===== src/common/tmcc_pkg.sv =====
package tmcc_pkg;
    // bus geometry and answers
    localparam int ADDR_W = 8;
    localparam logic [1:0] RESP_OKAY = 2'h0;
    localparam logic [1:0] RESP_DECERR = 2'h3;
    // register byte offsets
    localparam logic [7:0] OFF_PINSEL = 8'h00;
    localparam logic [7:0] OFF_IE0 = 8'h04;
    localparam logic [7:0] OFF_IE1 = 8'h08;
    localparam logic [7:0] OFF_IE2 = 8'h0C;
    localparam logic [7:0] OFF_STAT = 8'h10;
    localparam logic [7:0] OFF_CLR = 8'h14;
    localparam logic [7:0] OFF_EN = 8'h18;
    // reset values and masks
    localparam logic [7:0] PINSEL_RST = 8'h00;
    localparam logic [7:0] IE_RST = 8'h40;
    localparam logic [7:0] IE_FIXED1 = 8'h40;
    localparam logic [7:0] IE0_WMASK = 8'h9F;
    localparam logic [7:0] IE12_WMASK = 8'hB3;
    localparam logic [3:0] EV_RST = 4'h0;
    // field positions
    localparam int CODE_B_LSB = 4;
    localparam int CODE_A_LSB = 0;
    localparam int IE_CONV_BIT = 7;
    localparam int NCH = 3;
    localparam int NFLAG = 6;
    localparam int EV_W = 4;
    // match actions and capture edges, low two code bits
    localparam logic [1:0] ACT_LOW = 2'h1;
    localparam logic [1:0] ACT_HIGH = 2'h2;
    localparam logic [1:0] ACT_TOG = 2'h3;
    localparam logic [1:0] EDGE_RISE = 2'h0;
    localparam logic [1:0] EDGE_FALL = 2'h1;
    localparam logic [1:0] EDGE_BOTH = 2'h2;
    // read channel states
    typedef enum logic [1:0] {
        TMCC_RD_IDLE = 2'b01,
        TMCC_RD_RESP = 2'b10
    } tmcc_rd_e;
    // driven side of a timer pin
    typedef struct packed {
        logic out;
        logic oe;
    } tmcc_pin_s;
endpackage


===== src/core/tmcc_top.sv =====
// Operation
// - bits 7..4 of pin select code register B; 0000 output off, reset value
// - bits 3..0 code register A with the same table; 0000 default
// - codes 00xx compare, pin starts low; 01 low, 10 high, 11 toggle
// - codes 01xx compare, pin starts high; 0100 off, then low, high, toggle
// - codes 10xx capture from own pin: rising, falling, both edges
// - codes 11xx also capture: rising, falling, both; 1x11 does nothing
// - eight-bit enable register gates each request of a channel
// - three enable registers, one per channel
// - enable registers go to 40 hex on reset and on standby
// - bit 7 gates conversion start request from register A event
// - bit 6 of every enable register always reads one
// - overflow enable gates the overflow request with its flag
// - enables A to D gate requests from their status flags; channels 1 and 2 have A and B only
`timescale 1ns/10ps
module tmcc_top (
    input wire logic aclk,
    input wire logic aresetn,
    input wire logic [tmcc_pkg::ADDR_W-1:0] s_axi_awaddr,
    input wire logic s_axi_awvalid,
    output logic s_axi_awready,
    input wire logic [31:0] s_axi_wdata,
    input wire logic [3:0] s_axi_wstrb,
    input wire logic s_axi_wvalid,
    output logic s_axi_wready,
    output logic [1:0] s_axi_bresp,
    output logic s_axi_bvalid,
    input wire logic s_axi_bready,
    input wire logic [tmcc_pkg::ADDR_W-1:0] s_axi_araddr,
    input wire logic s_axi_arvalid,
    output logic s_axi_arready,
    output logic [31:0] s_axi_rdata,
    output logic [1:0] s_axi_rresp,
    output logic s_axi_rvalid,
    input wire logic s_axi_rready,
    input wire logic standby,
    input wire logic [1:0] ch2_match,
    input wire logic [1:0] ch2_pin_in,
    output tmcc_pkg::tmcc_pin_s ch2_pin_a,
    output tmcc_pkg::tmcc_pin_s ch2_pin_b,
    output logic [1:0] ch2_capture,
    input wire logic [tmcc_pkg::NCH-1:0][tmcc_pkg::NFLAG-1:0] chan_flags,
    input wire logic [tmcc_pkg::NCH-1:0] chan_reg_a_event,
    output logic [tmcc_pkg::NCH-1:0][tmcc_pkg::NFLAG-1:0] chan_irq_req,
    output logic [tmcc_pkg::NCH-1:0] conv_start_req,
    output logic irq
);
    // compare codes with a live output
    function automatic logic drives(input logic [3:0] code);
        drives = ~code[3] & (code[1:0] != 2'h0);
    endfunction

    // capture edge test for one code
    function automatic logic cap_hit(input logic [3:0] code, input logic rise,
                                     input logic fall);
        case (code[1:0])
            tmcc_pkg::EDGE_RISE: cap_hit = code[3] & rise;
            tmcc_pkg::EDGE_FALL: cap_hit = code[3] & fall;
            tmcc_pkg::EDGE_BOTH: cap_hit = code[3] & (rise | fall);
            default: cap_hit = 1'b0;
        endcase
    endfunction

    logic [7:0] pinsel_q, pinsel_d;
    logic [tmcc_pkg::NCH-1:0][7:0] ie_q, ie_d;
    logic [tmcc_pkg::EV_W-1:0] stat_q, stat_d, en_q, en_d;
    logic aw_v_q, aw_v_d, w_v_q, w_v_d, bvalid_q, bvalid_d;
    logic [tmcc_pkg::ADDR_W-1:0] aw_a_q, aw_a_d;
    logic [7:0] w_data_q, w_data_d;
    logic w_lane_q, w_lane_d;
    logic [1:0] bresp_q, bresp_d, rresp_q, rresp_d;
    logic [31:0] rdata_q, rdata_d;
    tmcc_pkg::tmcc_rd_e rd_q, rd_d;
    logic fire, wr_en, sel_wr;
    logic [1:0][2:0] sync_q, sync_d;
    logic [1:0] stable_q, stable_d, level_q, level_d, cap_q, cap_d;
    logic [1:0][3:0] code;
    logic [tmcc_pkg::EV_W-1:0] ev, clr;
    logic [tmcc_pkg::NCH-1:0][tmcc_pkg::NFLAG-1:0] req_q, req_d;
    logic [tmcc_pkg::NCH-1:0] conv_q, conv_d;
    logic irq_q, irq_d;

    // write happens once address and data are both held
    assign fire = aw_v_q & w_v_q & ~bvalid_q;
    assign wr_en = fire & w_lane_q;
    assign sel_wr = wr_en & (aw_a_q == tmcc_pkg::OFF_PINSEL);
    assign code[1] = pinsel_q[tmcc_pkg::CODE_B_LSB +: 4];
    assign code[0] = pinsel_q[tmcc_pkg::CODE_A_LSB +: 4];

    // bus handshakes
    assign s_axi_awready = ~aw_v_q & ~bvalid_q;
    assign s_axi_wready = ~w_v_q & ~bvalid_q;
    assign s_axi_bvalid = bvalid_q;
    assign s_axi_bresp = bresp_q;
    assign s_axi_arready = (rd_q == tmcc_pkg::TMCC_RD_IDLE);
    assign s_axi_rvalid = (rd_q == tmcc_pkg::TMCC_RD_RESP);
    assign s_axi_rdata = rdata_q;
    assign s_axi_rresp = rresp_q;

    // bus slave and register next values
    always_comb begin
        aw_v_d = aw_v_q;
        aw_a_d = aw_a_q;
        w_v_d = w_v_q;
        w_data_d = w_data_q;
        w_lane_d = w_lane_q;
        bvalid_d = bvalid_q;
        bresp_d = bresp_q;
        rd_d = rd_q;
        rdata_d = rdata_q;
        rresp_d = rresp_q;
        pinsel_d = pinsel_q;
        ie_d = ie_q;
        en_d = en_q;
        clr = '0;
        if (s_axi_awvalid && s_axi_awready) begin
            aw_v_d = 1'b1;
            aw_a_d = s_axi_awaddr;
        end
        if (s_axi_wvalid && s_axi_wready) begin
            w_v_d = 1'b1;
            w_data_d = s_axi_wdata[7:0];
            w_lane_d = s_axi_wstrb[0];
        end
        if (fire) begin
            aw_v_d = 1'b0;
            w_v_d = 1'b0;
            bvalid_d = 1'b1;
            bresp_d = tmcc_pkg::RESP_OKAY;
            case (aw_a_q)
                tmcc_pkg::OFF_PINSEL: if (w_lane_q) pinsel_d = w_data_q;
                tmcc_pkg::OFF_IE0: if (w_lane_q) begin
                    ie_d[0] = (w_data_q & tmcc_pkg::IE0_WMASK) | tmcc_pkg::IE_FIXED1;
                end
                tmcc_pkg::OFF_IE1: if (w_lane_q) begin
                    ie_d[1] = (w_data_q & tmcc_pkg::IE12_WMASK) | tmcc_pkg::IE_FIXED1;
                end
                tmcc_pkg::OFF_IE2: if (w_lane_q) begin
                    ie_d[2] = (w_data_q & tmcc_pkg::IE12_WMASK) | tmcc_pkg::IE_FIXED1;
                end
                tmcc_pkg::OFF_STAT: ;
                tmcc_pkg::OFF_CLR: if (w_lane_q) clr = w_data_q[tmcc_pkg::EV_W-1:0];
                tmcc_pkg::OFF_EN: if (w_lane_q) en_d = w_data_q[tmcc_pkg::EV_W-1:0];
                default: bresp_d = tmcc_pkg::RESP_DECERR;
            endcase
        end else if (bvalid_q && s_axi_bready) begin
            bvalid_d = 1'b0;
        end
        // standby reinitialises the enables over any write
        if (standby) begin
            ie_d = {tmcc_pkg::NCH{tmcc_pkg::IE_RST}};
        end
        case (rd_q)
            tmcc_pkg::TMCC_RD_IDLE: begin
                if (s_axi_arvalid) begin
                    rd_d = tmcc_pkg::TMCC_RD_RESP;
                    rdata_d = 32'h0000_0000;
                    rresp_d = tmcc_pkg::RESP_OKAY;
                    case (s_axi_araddr)
                        tmcc_pkg::OFF_PINSEL: rdata_d[7:0] = pinsel_q;
                        tmcc_pkg::OFF_IE0: rdata_d[7:0] = ie_q[0] | tmcc_pkg::IE_FIXED1;
                        tmcc_pkg::OFF_IE1: rdata_d[7:0] = ie_q[1] | tmcc_pkg::IE_FIXED1;
                        tmcc_pkg::OFF_IE2: rdata_d[7:0] = ie_q[2] | tmcc_pkg::IE_FIXED1;
                        tmcc_pkg::OFF_STAT: rdata_d[tmcc_pkg::EV_W-1:0] = stat_q;
                        tmcc_pkg::OFF_CLR: ;
                        tmcc_pkg::OFF_EN: rdata_d[tmcc_pkg::EV_W-1:0] = en_q;
                        default: rresp_d = tmcc_pkg::RESP_DECERR;
                    endcase
                end
            end
            tmcc_pkg::TMCC_RD_RESP: begin
                if (s_axi_rready) rd_d = tmcc_pkg::TMCC_RD_IDLE;
            end
            default: rd_d = tmcc_pkg::TMCC_RD_IDLE;
        endcase
    end

    // bus and register flops
    always_ff @(posedge aclk) begin
        if (!aresetn) begin
            aw_v_q <= 1'b0;
            aw_a_q <= '0;
            w_v_q <= 1'b0;
            w_data_q <= 8'h00;
            w_lane_q <= 1'b0;
            bvalid_q <= 1'b0;
            bresp_q <= tmcc_pkg::RESP_OKAY;
            rd_q <= tmcc_pkg::TMCC_RD_IDLE;
            rdata_q <= 32'h0000_0000;
            rresp_q <= tmcc_pkg::RESP_OKAY;
            pinsel_q <= tmcc_pkg::PINSEL_RST;
            ie_q <= {tmcc_pkg::NCH{tmcc_pkg::IE_RST}};
            en_q <= tmcc_pkg::EV_RST;
        end else begin
            aw_v_q <= aw_v_d;
            aw_a_q <= aw_a_d;
            w_v_q <= w_v_d;
            w_data_q <= w_data_d;
            w_lane_q <= w_lane_d;
            bvalid_q <= bvalid_d;
            bresp_q <= bresp_d;
            rd_q <= rd_d;
            rdata_q <= rdata_d;
            rresp_q <= rresp_d;
            pinsel_q <= pinsel_d;
            ie_q <= ie_d;
            en_q <= en_d;
        end
    end

    // pin sync, compare level and capture edges, index 0 is A, 1 is B
    always_comb begin
        sync_d = sync_q;
        stable_d = stable_q;
        level_d = level_q;
        cap_d = 2'b00;
        for (int i = 0; i < 2; i++) begin
            sync_d[i] = {sync_q[i][1:0], ch2_pin_in[i]};
            if (sync_q[i][1] == sync_q[i][2]) stable_d[i] = sync_q[i][1];
            cap_d[i] = cap_hit(code[i], stable_d[i] & ~stable_q[i],
                               ~stable_d[i] & stable_q[i]);
            if (sel_wr) begin
                level_d[i] = w_data_q[4*i+2];
            end else if (~code[i][3] && ch2_match[i]) begin
                case (code[i][1:0])
                    tmcc_pkg::ACT_LOW: level_d[i] = 1'b0;
                    tmcc_pkg::ACT_HIGH: level_d[i] = 1'b1;
                    tmcc_pkg::ACT_TOG: level_d[i] = ~level_q[i];
                    default: level_d[i] = level_q[i];
                endcase
            end
        end
    end

    // pin flops
    always_ff @(posedge aclk) begin
        if (!aresetn) begin
            sync_q <= '0;
            stable_q <= 2'b00;
            level_q <= 2'b00;
            cap_q <= 2'b00;
        end else begin
            sync_q <= sync_d;
            stable_q <= stable_d;
            level_q <= level_d;
            cap_q <= cap_d;
        end
    end

    assign ch2_pin_a.out = level_q[0];
    assign ch2_pin_a.oe = drives(code[0]);
    assign ch2_pin_b.out = level_q[1];
    assign ch2_pin_b.oe = drives(code[1]);
    assign ch2_capture = cap_q;

    // sticky events, request gating and the interrupt line
    always_comb begin
        ev = {cap_q, ch2_match & ~{code[1][3], code[0][3]}};
        stat_d = (stat_q & ~clr) | ev; // set beats clear
        irq_d = |(stat_d & en_d);
        for (int c = 0; c < tmcc_pkg::NCH; c++) begin
            req_d[c] = chan_flags[c] & ie_q[c][tmcc_pkg::NFLAG-1:0];
            conv_d[c] = chan_reg_a_event[c] & ie_q[c][tmcc_pkg::IE_CONV_BIT];
        end
    end

    // event flops
    always_ff @(posedge aclk) begin
        if (!aresetn) begin
            stat_q <= tmcc_pkg::EV_RST;
            irq_q <= 1'b0;
            req_q <= '0;
            conv_q <= '0;
        end else begin
            stat_q <= stat_d;
            irq_q <= irq_d;
            req_q <= req_d;
            conv_q <= conv_d;
        end
    end

    assign chan_irq_req = req_q;
    assign conv_start_req = conv_q;
    assign irq = irq_q;
endmodule // tmcc_top


===== config.mk =====
export PLATFORM = sky130hd
export DESIGN_NAME = tmcc_top
export DESIGN_NICKNAME = d
export VERILOG_FILES = /design/src/common/tmcc_pkg.sv /design/src/core/tmcc_top.sv
export SDC_FILE = /design/constraint.sdc
export NUM_CORES = 1
export LEC_CHECK = 0
export BUFFER_PORTS_ARGS = -buffer_cell sky130_fd_sc_hd__buf_2
export CORE_ASPECT_RATIO = 0.9
export CORE_UTILIZATION = 49
export DETAILED_ROUTE_END_ITERATION = 8
export PLACE_DENSITY = 0.8
export SETUP_SLACK_MARGIN = 0.4
export SYNTH_ARGS = -nofsm -noshare
export SYNTH_HDL_FRONTEND = slang
export SYNTH_SLANG_ARGS = --single-unit

===== constraint.sdc =====
create_clock -name aclk -period 1.89 [get_ports aclk]
set_clock_uncertainty 0.05 [all_clocks]
set_input_delay 0.189 -clock aclk [delete_from_list [all_inputs] [get_ports aclk]]
set_output_delay 0.189 -clock aclk [all_outputs]
set_load 0.05 [all_outputs]

# Yosys cells after proc, flatten, opt, wreduce, memory -nomap -nowiden
# Cells that the tools add are included.
# W data, S select, Z words.
classes:
  eq_ne: 24
  mux: 25
  bitwise: 44
  reduce_logical: 29
op_table:
  columns: ["op", "count"]
  rows:
  - ["$eq A8 B5 Y1 const B", 6]
  - ["$eq A8 B4 Y1 const B", 4]
  - ["$mux W4", 6]
  - ["$pmux W4 S6", 1]
  - ["$and A1 B1 Y1", 21]
  - ["$eq A8 B3 Y1 const B", 2]
  - ["$logic_not A8 Y1", 2]
  - ["$pmux W4 S4", 1]
  - ["$reduce_or A7 Y1", 2]
  - ["$and A6 B6 Y6", 2]
  - ["$not A1 Y1", 12]
  - ["$pmux W1 S3", 4]
  - ["$reduce_and A3 Y1", 4]
  - ["$eq A2 B2 Y1 const B", 5]
  - ["$reduce_bool A2 Y1", 5]
  - ["$and A4 B4 Y4", 2]
  - ["$mux W1", 8]
  - ["$mux W2", 4]
  - ["$reduce_and A2 Y1", 4]
  - ["$reduce_bool A4 Y1", 2]
  - ["$and A6 B5 Y6", 1]
  - ["$eq A2 B1 Y1 const B", 3]
  - ["$logic_and A1 B1 Y1", 5]
  - ["$logic_not A2 Y1", 2]
  - ["11 further kinds", 14]
totals:
  regBits: 100
  in_bits: 85
  wordCells: 149

# Longest topological paths before layout
logic_depth:
  ltp_word: 8
  depth_mapped: 7
  ltp_nobuf: 6

# Worst setup path after synthesis
# Ideal clock, no wire load.
synth_path:
  path_kind: "register to register"
  startpoint: "reg bvalid_q, in the netlist s_axi_bvalid"
  endpoint: "reg irq_q, in the netlist irq"
  setup_ns: 0.125
  t_arrival_ns: 1.928
  required_time_ns: 1.715
  slack_ns: -0.213
  stages_incl_launch_ff: 7
  path_buffers: 1
  cell_sequence: "dfxtp_1 > nand4b_4 > nand4bb_1 > buf_2 > mux2i_1 > a311oi_1 > o41a_1"
synth_between:
  elab_chain_cells: 8
  elab_cells_between_ends: 9
  classes_between: "mux: 2; bitwise: 6; reduce/logical: 1"
synth_rtl:
  columns: ["element", "line_no", "rtl"]
  rows:
  - ["start, declared", "tmcc_top.sv:67", "logic aw_v_q, aw_v_d, w_v_q, w_v_d, bvalid_q, bvalid_d;"]
  - ["start signal, assigned", "tmcc_top.sv:200", "bvalid_q <= bvalid_d;"]
  - ["$not A1 Y1 (*)", "tmcc_top.sv:84", "assign fire = aw_v_q & w_v_q & ~bvalid_q;"]
  - ["$and A1 B1 Y1 (*)", "tmcc_top.sv:84", null]
  - ["$mux W4", "tmcc_top.sv:125", "if (fire) begin"]
  - ["$not A4 Y4", "tmcc_top.sv:259", "stat_d = (stat_q & ~clr) | ev;"]
  - ["$and A4 B4 Y4", "tmcc_top.sv:259", null]
  - ["$or A4 B4 Y4", "tmcc_top.sv:259", null]
  - ["$and A4 B4 Y4 (*)", "tmcc_top.sv:260", "irq_d = |(stat_d & en_d);"]
  - ["$reduce_or A4 Y1 (*)", "tmcc_top.sv:260", null]
  - ["end signal, assigned", "tmcc_top.sv:276", "irq_q <= irq_d;"]
  - ["end, declared", "tmcc_top.sv:81", "logic irq_q, irq_d;"]
# Mark *: on every way between the ends. The rest lies on a longest branch, timed or not.
# A chain may end at the register's enable or synchronous reset.

# Final worst setup path
layout_path:
  startpoint: "reg aw_a_q[1] (netlist bit)"
  endpoint: "reg irq_q, in the netlist irq"
layout_between:
  elab_chain_cells: 8
  elab_cells_between_ends: 11
  classes_between: "eq/ne: 2; mux: 4; bitwise: 4; reduce/logical: 1"
layout_rtl:
  columns: ["element", "line_no", "rtl"]
  rows:
  - ["start, declared", "tmcc_top.sv:68", "logic [tmcc_pkg::ADDR_W-1:0] aw_a_q, aw_a_d;"]
  - ["start signal, assigned", "tmcc_top.sv:196", "aw_a_q <= aw_a_d;"]
  - ["$eq A8 B5 Y1", "tmcc_top.sv:130", "case (aw_a_q)"]
  - ["$mux W4", "tmcc_top.sv:130", null]
  - ["$mux W4", "tmcc_top.sv:125", null]
  - ["$not A4 Y4", "tmcc_top.sv:259", null]
  - ["$and A4 B4 Y4", "tmcc_top.sv:259", null]
  - ["$or A4 B4 Y4", "tmcc_top.sv:259", null]
  - ["$and A4 B4 Y4 (*)", "tmcc_top.sv:260", null]
  - ["$reduce_or A4 Y1 (*)", "tmcc_top.sv:260", null]
# Marked as above.

==> results.py <==
metrics = {
    "clock_network": {
        "max-clock-path-buffers": 2,
        "cts_buffers": 9,
        "tritoncts_clock_tree": "yes",
        "clkSinkCount": 93,
        "path_clk_slew_ns": 0.09,
        "clock_tree.root_cell": "clkbuf_8",
        "worstSkewPairLatency_ns": 0.35,
        "htree_num_levels": 3,
    },
    "routing": {
        "drt_first_pass_iters": 7,
        "vias": 3360,
        "ant_nets": 0,
        "route.detailed.drc": 18,
        "detail_route.vias_per_cell": 5.20,
        "detail_route.wl_per_cell_microns": 14.8,
        "wl_microns": 9560,
        "detailedRoute.firstIterationViolations": 165,
    },
    "setup_path": {
        "cp_cell_sequence": "nor4_4, buf_4, nand2b_4, nor2_4, a311oi_1, o41a_1",
        "cp-start-kind": "flop",
        "cp_data_required_time_ns": 2.08,
        "crit_path_top_delay_cell": "o41a_1",
        "crit_path_end_kind": "flop",
        "r2r_cells": 6,
        "critical_path_arrival_ns": 2.04,
        "critPathMaxStageDelay_ns": 0.45,
        "critical_path.max_fanout": 7,
        "crit_type": "reg -> reg",
    },
    "sta": {
        "finalSetupViolCount": 0,
        "drv_slew": 0,
        "achievable-frequency_mhz": 541,
        "final_min_period_over_clock_period_pct": 97.7,
        "timing.final.crit_period_ns": 1.85,
        "final-hold-violation-count": 0,
        "timing.slew.headroom_pct": 60.1,
        "worst-slew-pin-transition_ns": 0.598,
        "setup_repair_after_global_routing_missed_its_margin": "yes",
    },
    "cells_and_area": {
        "final_layout_size_suffix_gt1_share_pct": 35.3,
        "finish.net_count": 639,
        "fillerInstances": 616,
        "antenna-diode-count": 0,
        "areaGrowthSynthToFinish_pct": 28.5,
        "post-route-util_pct": 64.6,
    },
    "synthesis": {
        "post_synthesis_sequential_area_ratio_pct": 46.1,
        "syn_inst": 425,
        "synth_seq_cells": 93,
        "syn-cell-area_sq_mm": 0.00404,
        "number_of_synthesized_flops_with_an_enable_pin": 0,
        "postSynth.topFlopCell": "dfxtp_1",
        "postSynth.asyncResetShare_pct": 0,
        "synth.distinct_cells": 44,
        "synth.avg_cell_area_sq_um": 9.50,
        "synth-warning-count": 0,
    },
    "floorplan": {
        "pin_count": 154,
        "core_region_area_sq_mm": 0.00803,
        "initial_utilization_pct": 50.3,
        "num_rows": 31,
        "die_h_microns": 88.1,
        "die_area_sq_mm": 0.00861,
        "die_w_microns": 97.7,
    },
    "global_route": {
        "grt_max_degree": 28,
        "congestion_overflow_gr": 0,
        "grt_util_all_layers_pct": 21.4,
        "first_pass_grt_wire_length_microns": 14300,
        "grt_pass1_vias": 3077,
        "grt_antenna_before_repair": 0,
    },
    "worst_hold_path": {
        "worst_hold_path_stage_count": 2,
        "worst_hold_path_type": "in -> reg",
    },
    "run_status": {
        "failed_checks": "design-rule violations",
        "outcome": "complete, but fails checks",
    },
    "run": {
        "drv.max_cap_violation_count": 0,
    },
    "power": {
        "seq_power_share_pct": 51.3,
        "clockPowerShare_pct": 36.5,
        "comb_power_share_pct": 12.2,
        "switching_share_pct": 27.6,
        "power.leakage_nw": 2.50,
        "total_power_mw": 4.02,
        "power_report.internal_total_mw": 2.91,
        "power.density_cell_area_mw_per_mm2": 775,
        "power.switching_mw": 1.11,
        "vdd_ir_drop_max_v": 0.000493,
    },
    "place": {
        "hpwlAfterDp_microns": 6460,
        "port_buffer_count": 92,
        "place.gp.congestion": 0.861,
    },
}
==> metrics by stage <==
stage               cell area, sq um  hold WS, ns  setup TNS, ns  std cells  setup WS [ns]
floorplan                       4170        0.266              0        453          0.141
global placement                4530        0.354              0        605         0.0678
detailed placement              4530        0.350              0        605         0.0331
CTS                             4920      0.00107              0        634         0.0625
global route                    5190      0.00259        -0.0673        646        -0.0673
finish                          5190       0.0116              0        646         0.0427
==> area by class of cell <==
class	count	area [sq um]	share of cell area, %
flip-flops and latches	93	1890	36.3
repair buffers	129	807	15.6
clock inverters	7	97.6	1.88
inverters	17	63.8	1.23
well taps	99	124	2.39
clock buffers	9	124	2.39
multi-input cells	292	2090	40.2
==> synth_stat cells, types with 2 or more instances <==
master | count | area [sq um]
a21oi_1 | 19 | 95.1
a22oi_1 | 4 | 30.0
a311oi_1 | 9 | 78.8
and2_1 | 9 | 56.3
and3_1 | 17 | 106
and3b_1 | 2 | 17.5
buf_1 | 2 | 7.51
buf_2 | 3 | 15.0
buf_4 | 31 | 233
clkbuf_1 | 14 | 52.6
dfxtp_1 | 93 | 1860
ha_1 | 12 | 150
inv_1 | 17 | 63.8
maj3_1 | 2 | 20.0
mux2i_1 | 42 | 420
mux4_2 | 4 | 90.1
nand2_1 | 30 | 113
nand2b_1 | 5 | 31.3
nand3_1 | 5 | 25.0
nand3b_1 | 2 | 15.0
nor2_1 | 60 | 225
nor2b_1 | 10 | 62.6
nor3_1 | 2 | 10.0
o21ai_0 | 9 | 45.0
o22ai_1 | 2 | 12.5
o32ai_1 | 2 | 17.5
==> metal layers <==
metal | vias up | track usage [%] | part of all wire [%]
li1 | 1624 | - | -
met5 | - | 0 | 0
met1 | 1585 | 26.0 | 43
met3 | 17 | 5.27 | 6.2
met2 | 134 | 37.1 | 49
met4 | 0 | 8.13 | 1.9
==> placed cells by master, fill, tap and decap left out, types with 3 or more instances in the layout <==
master / Yosys / routed
dfxtp_2: 0 / 10
buf_6: 0 / 9
a22oi_1: 4 / 3
nor2_1: 60 / 53
buf_4: 31 / 20
nor2_2: 1 / 5
and2_1: 9 / 9
a21oi_1: 19 / 18
buf_2: 3 / 90
nand3_1: 5 / 5
a311oi_1: 9 / 9
nand2_1: 30 / 28
o21ai_0: 9 / 8
dfxtp_1: 93 / 80
and3_1: 17 / 16
inv_2: 0 / 4
mux4_2: 4 / 4
mux2i_4: 0 / 3
conb_1: 1 / 29
dlygate4sd3_1: 0 / 9
dfxtp_4: 0 / 3
ha_1: 12 / 9
inv_1: 17 / 13
nand2b_1: 5 / 4
nor2_4: 0 / 3
mux2i_1: 42 / 37
clkbuf_8: 0 / 9
nor2b_1: 10 / 8
==> state kept, by name, summed over array words and instances (netlist names), 2 cells and up <==
name            count
ie_q               16
chan_irq_req       13
aw_a_q              8
code                8
s_axi_rdata         8
w_data_q            8
en_q                4
stat_q              4
sync_d              4
conv_start_req      3
ch2_capture         2
level_q             2
rd_q                2
stable_q            2
sync_q              2
==> final timing paths <==
path	start	endpoint	slack, ns
max reg2reg	aw_a_q[1]$_SDFFE_PN0P_	irq$_SDFF_PN0_	0.04
min	chan_flags[12]	chan_irq_req[12]$_SDFF_PN0_	0.01
min reg2reg	sync_d[1]$_SDFF_PN0_	sync_d[2]$_SDFF_PN0_	0.39
max	aw_a_q[1]$_SDFFE_PN0P_	irq$_SDFF_PN0_	0.04
==> power by group through the flow <==
stage / clock (mW) / sequential [mW] / combinational, mW
4_1_cts: 1.49 / 2.06 / 0.463
3_5_place_dp: 0 / 2.10 / 0.445
3_3_place_gp: 0 / 2.10 / 0.437
5_1_grt: 1.57 / 2.07 / 0.526
6_report: 1.47 / 2.06 / 0.491
2_1_floorplan: 0 / 2.10 / 0.382
==> worst max-delay path, delay by kind of cell, from the launching register on <==
family          cells  cell delay [ns]
compound gates      2             0.58
simple gates        3             0.56
flops               1             0.34
buf+inv             1             0.19
==> cell families after synthesis <==
kind of cell,after synthesis,synth area share [%]
other,1,0.0929
buffers and inverters,68,9.33
muxes,47,12.9
and+or+nand+nor,150,18.8
adders and majority gates,14,4.22
DFF,93,46.1
AOI/OAI and AO/OA,52,8.46
==> timing repair <==
item,in CTS,in global routing
setup buffers,7,8
pin swaps,10,14
hold buffers,6,3
endpoints found under the setup margin,30,37
gates resized for setup,26,41
hold endpoints to repair,6,3
gates cloned,0,1
No activity file was read; power rests on OpenSTA's default activity.
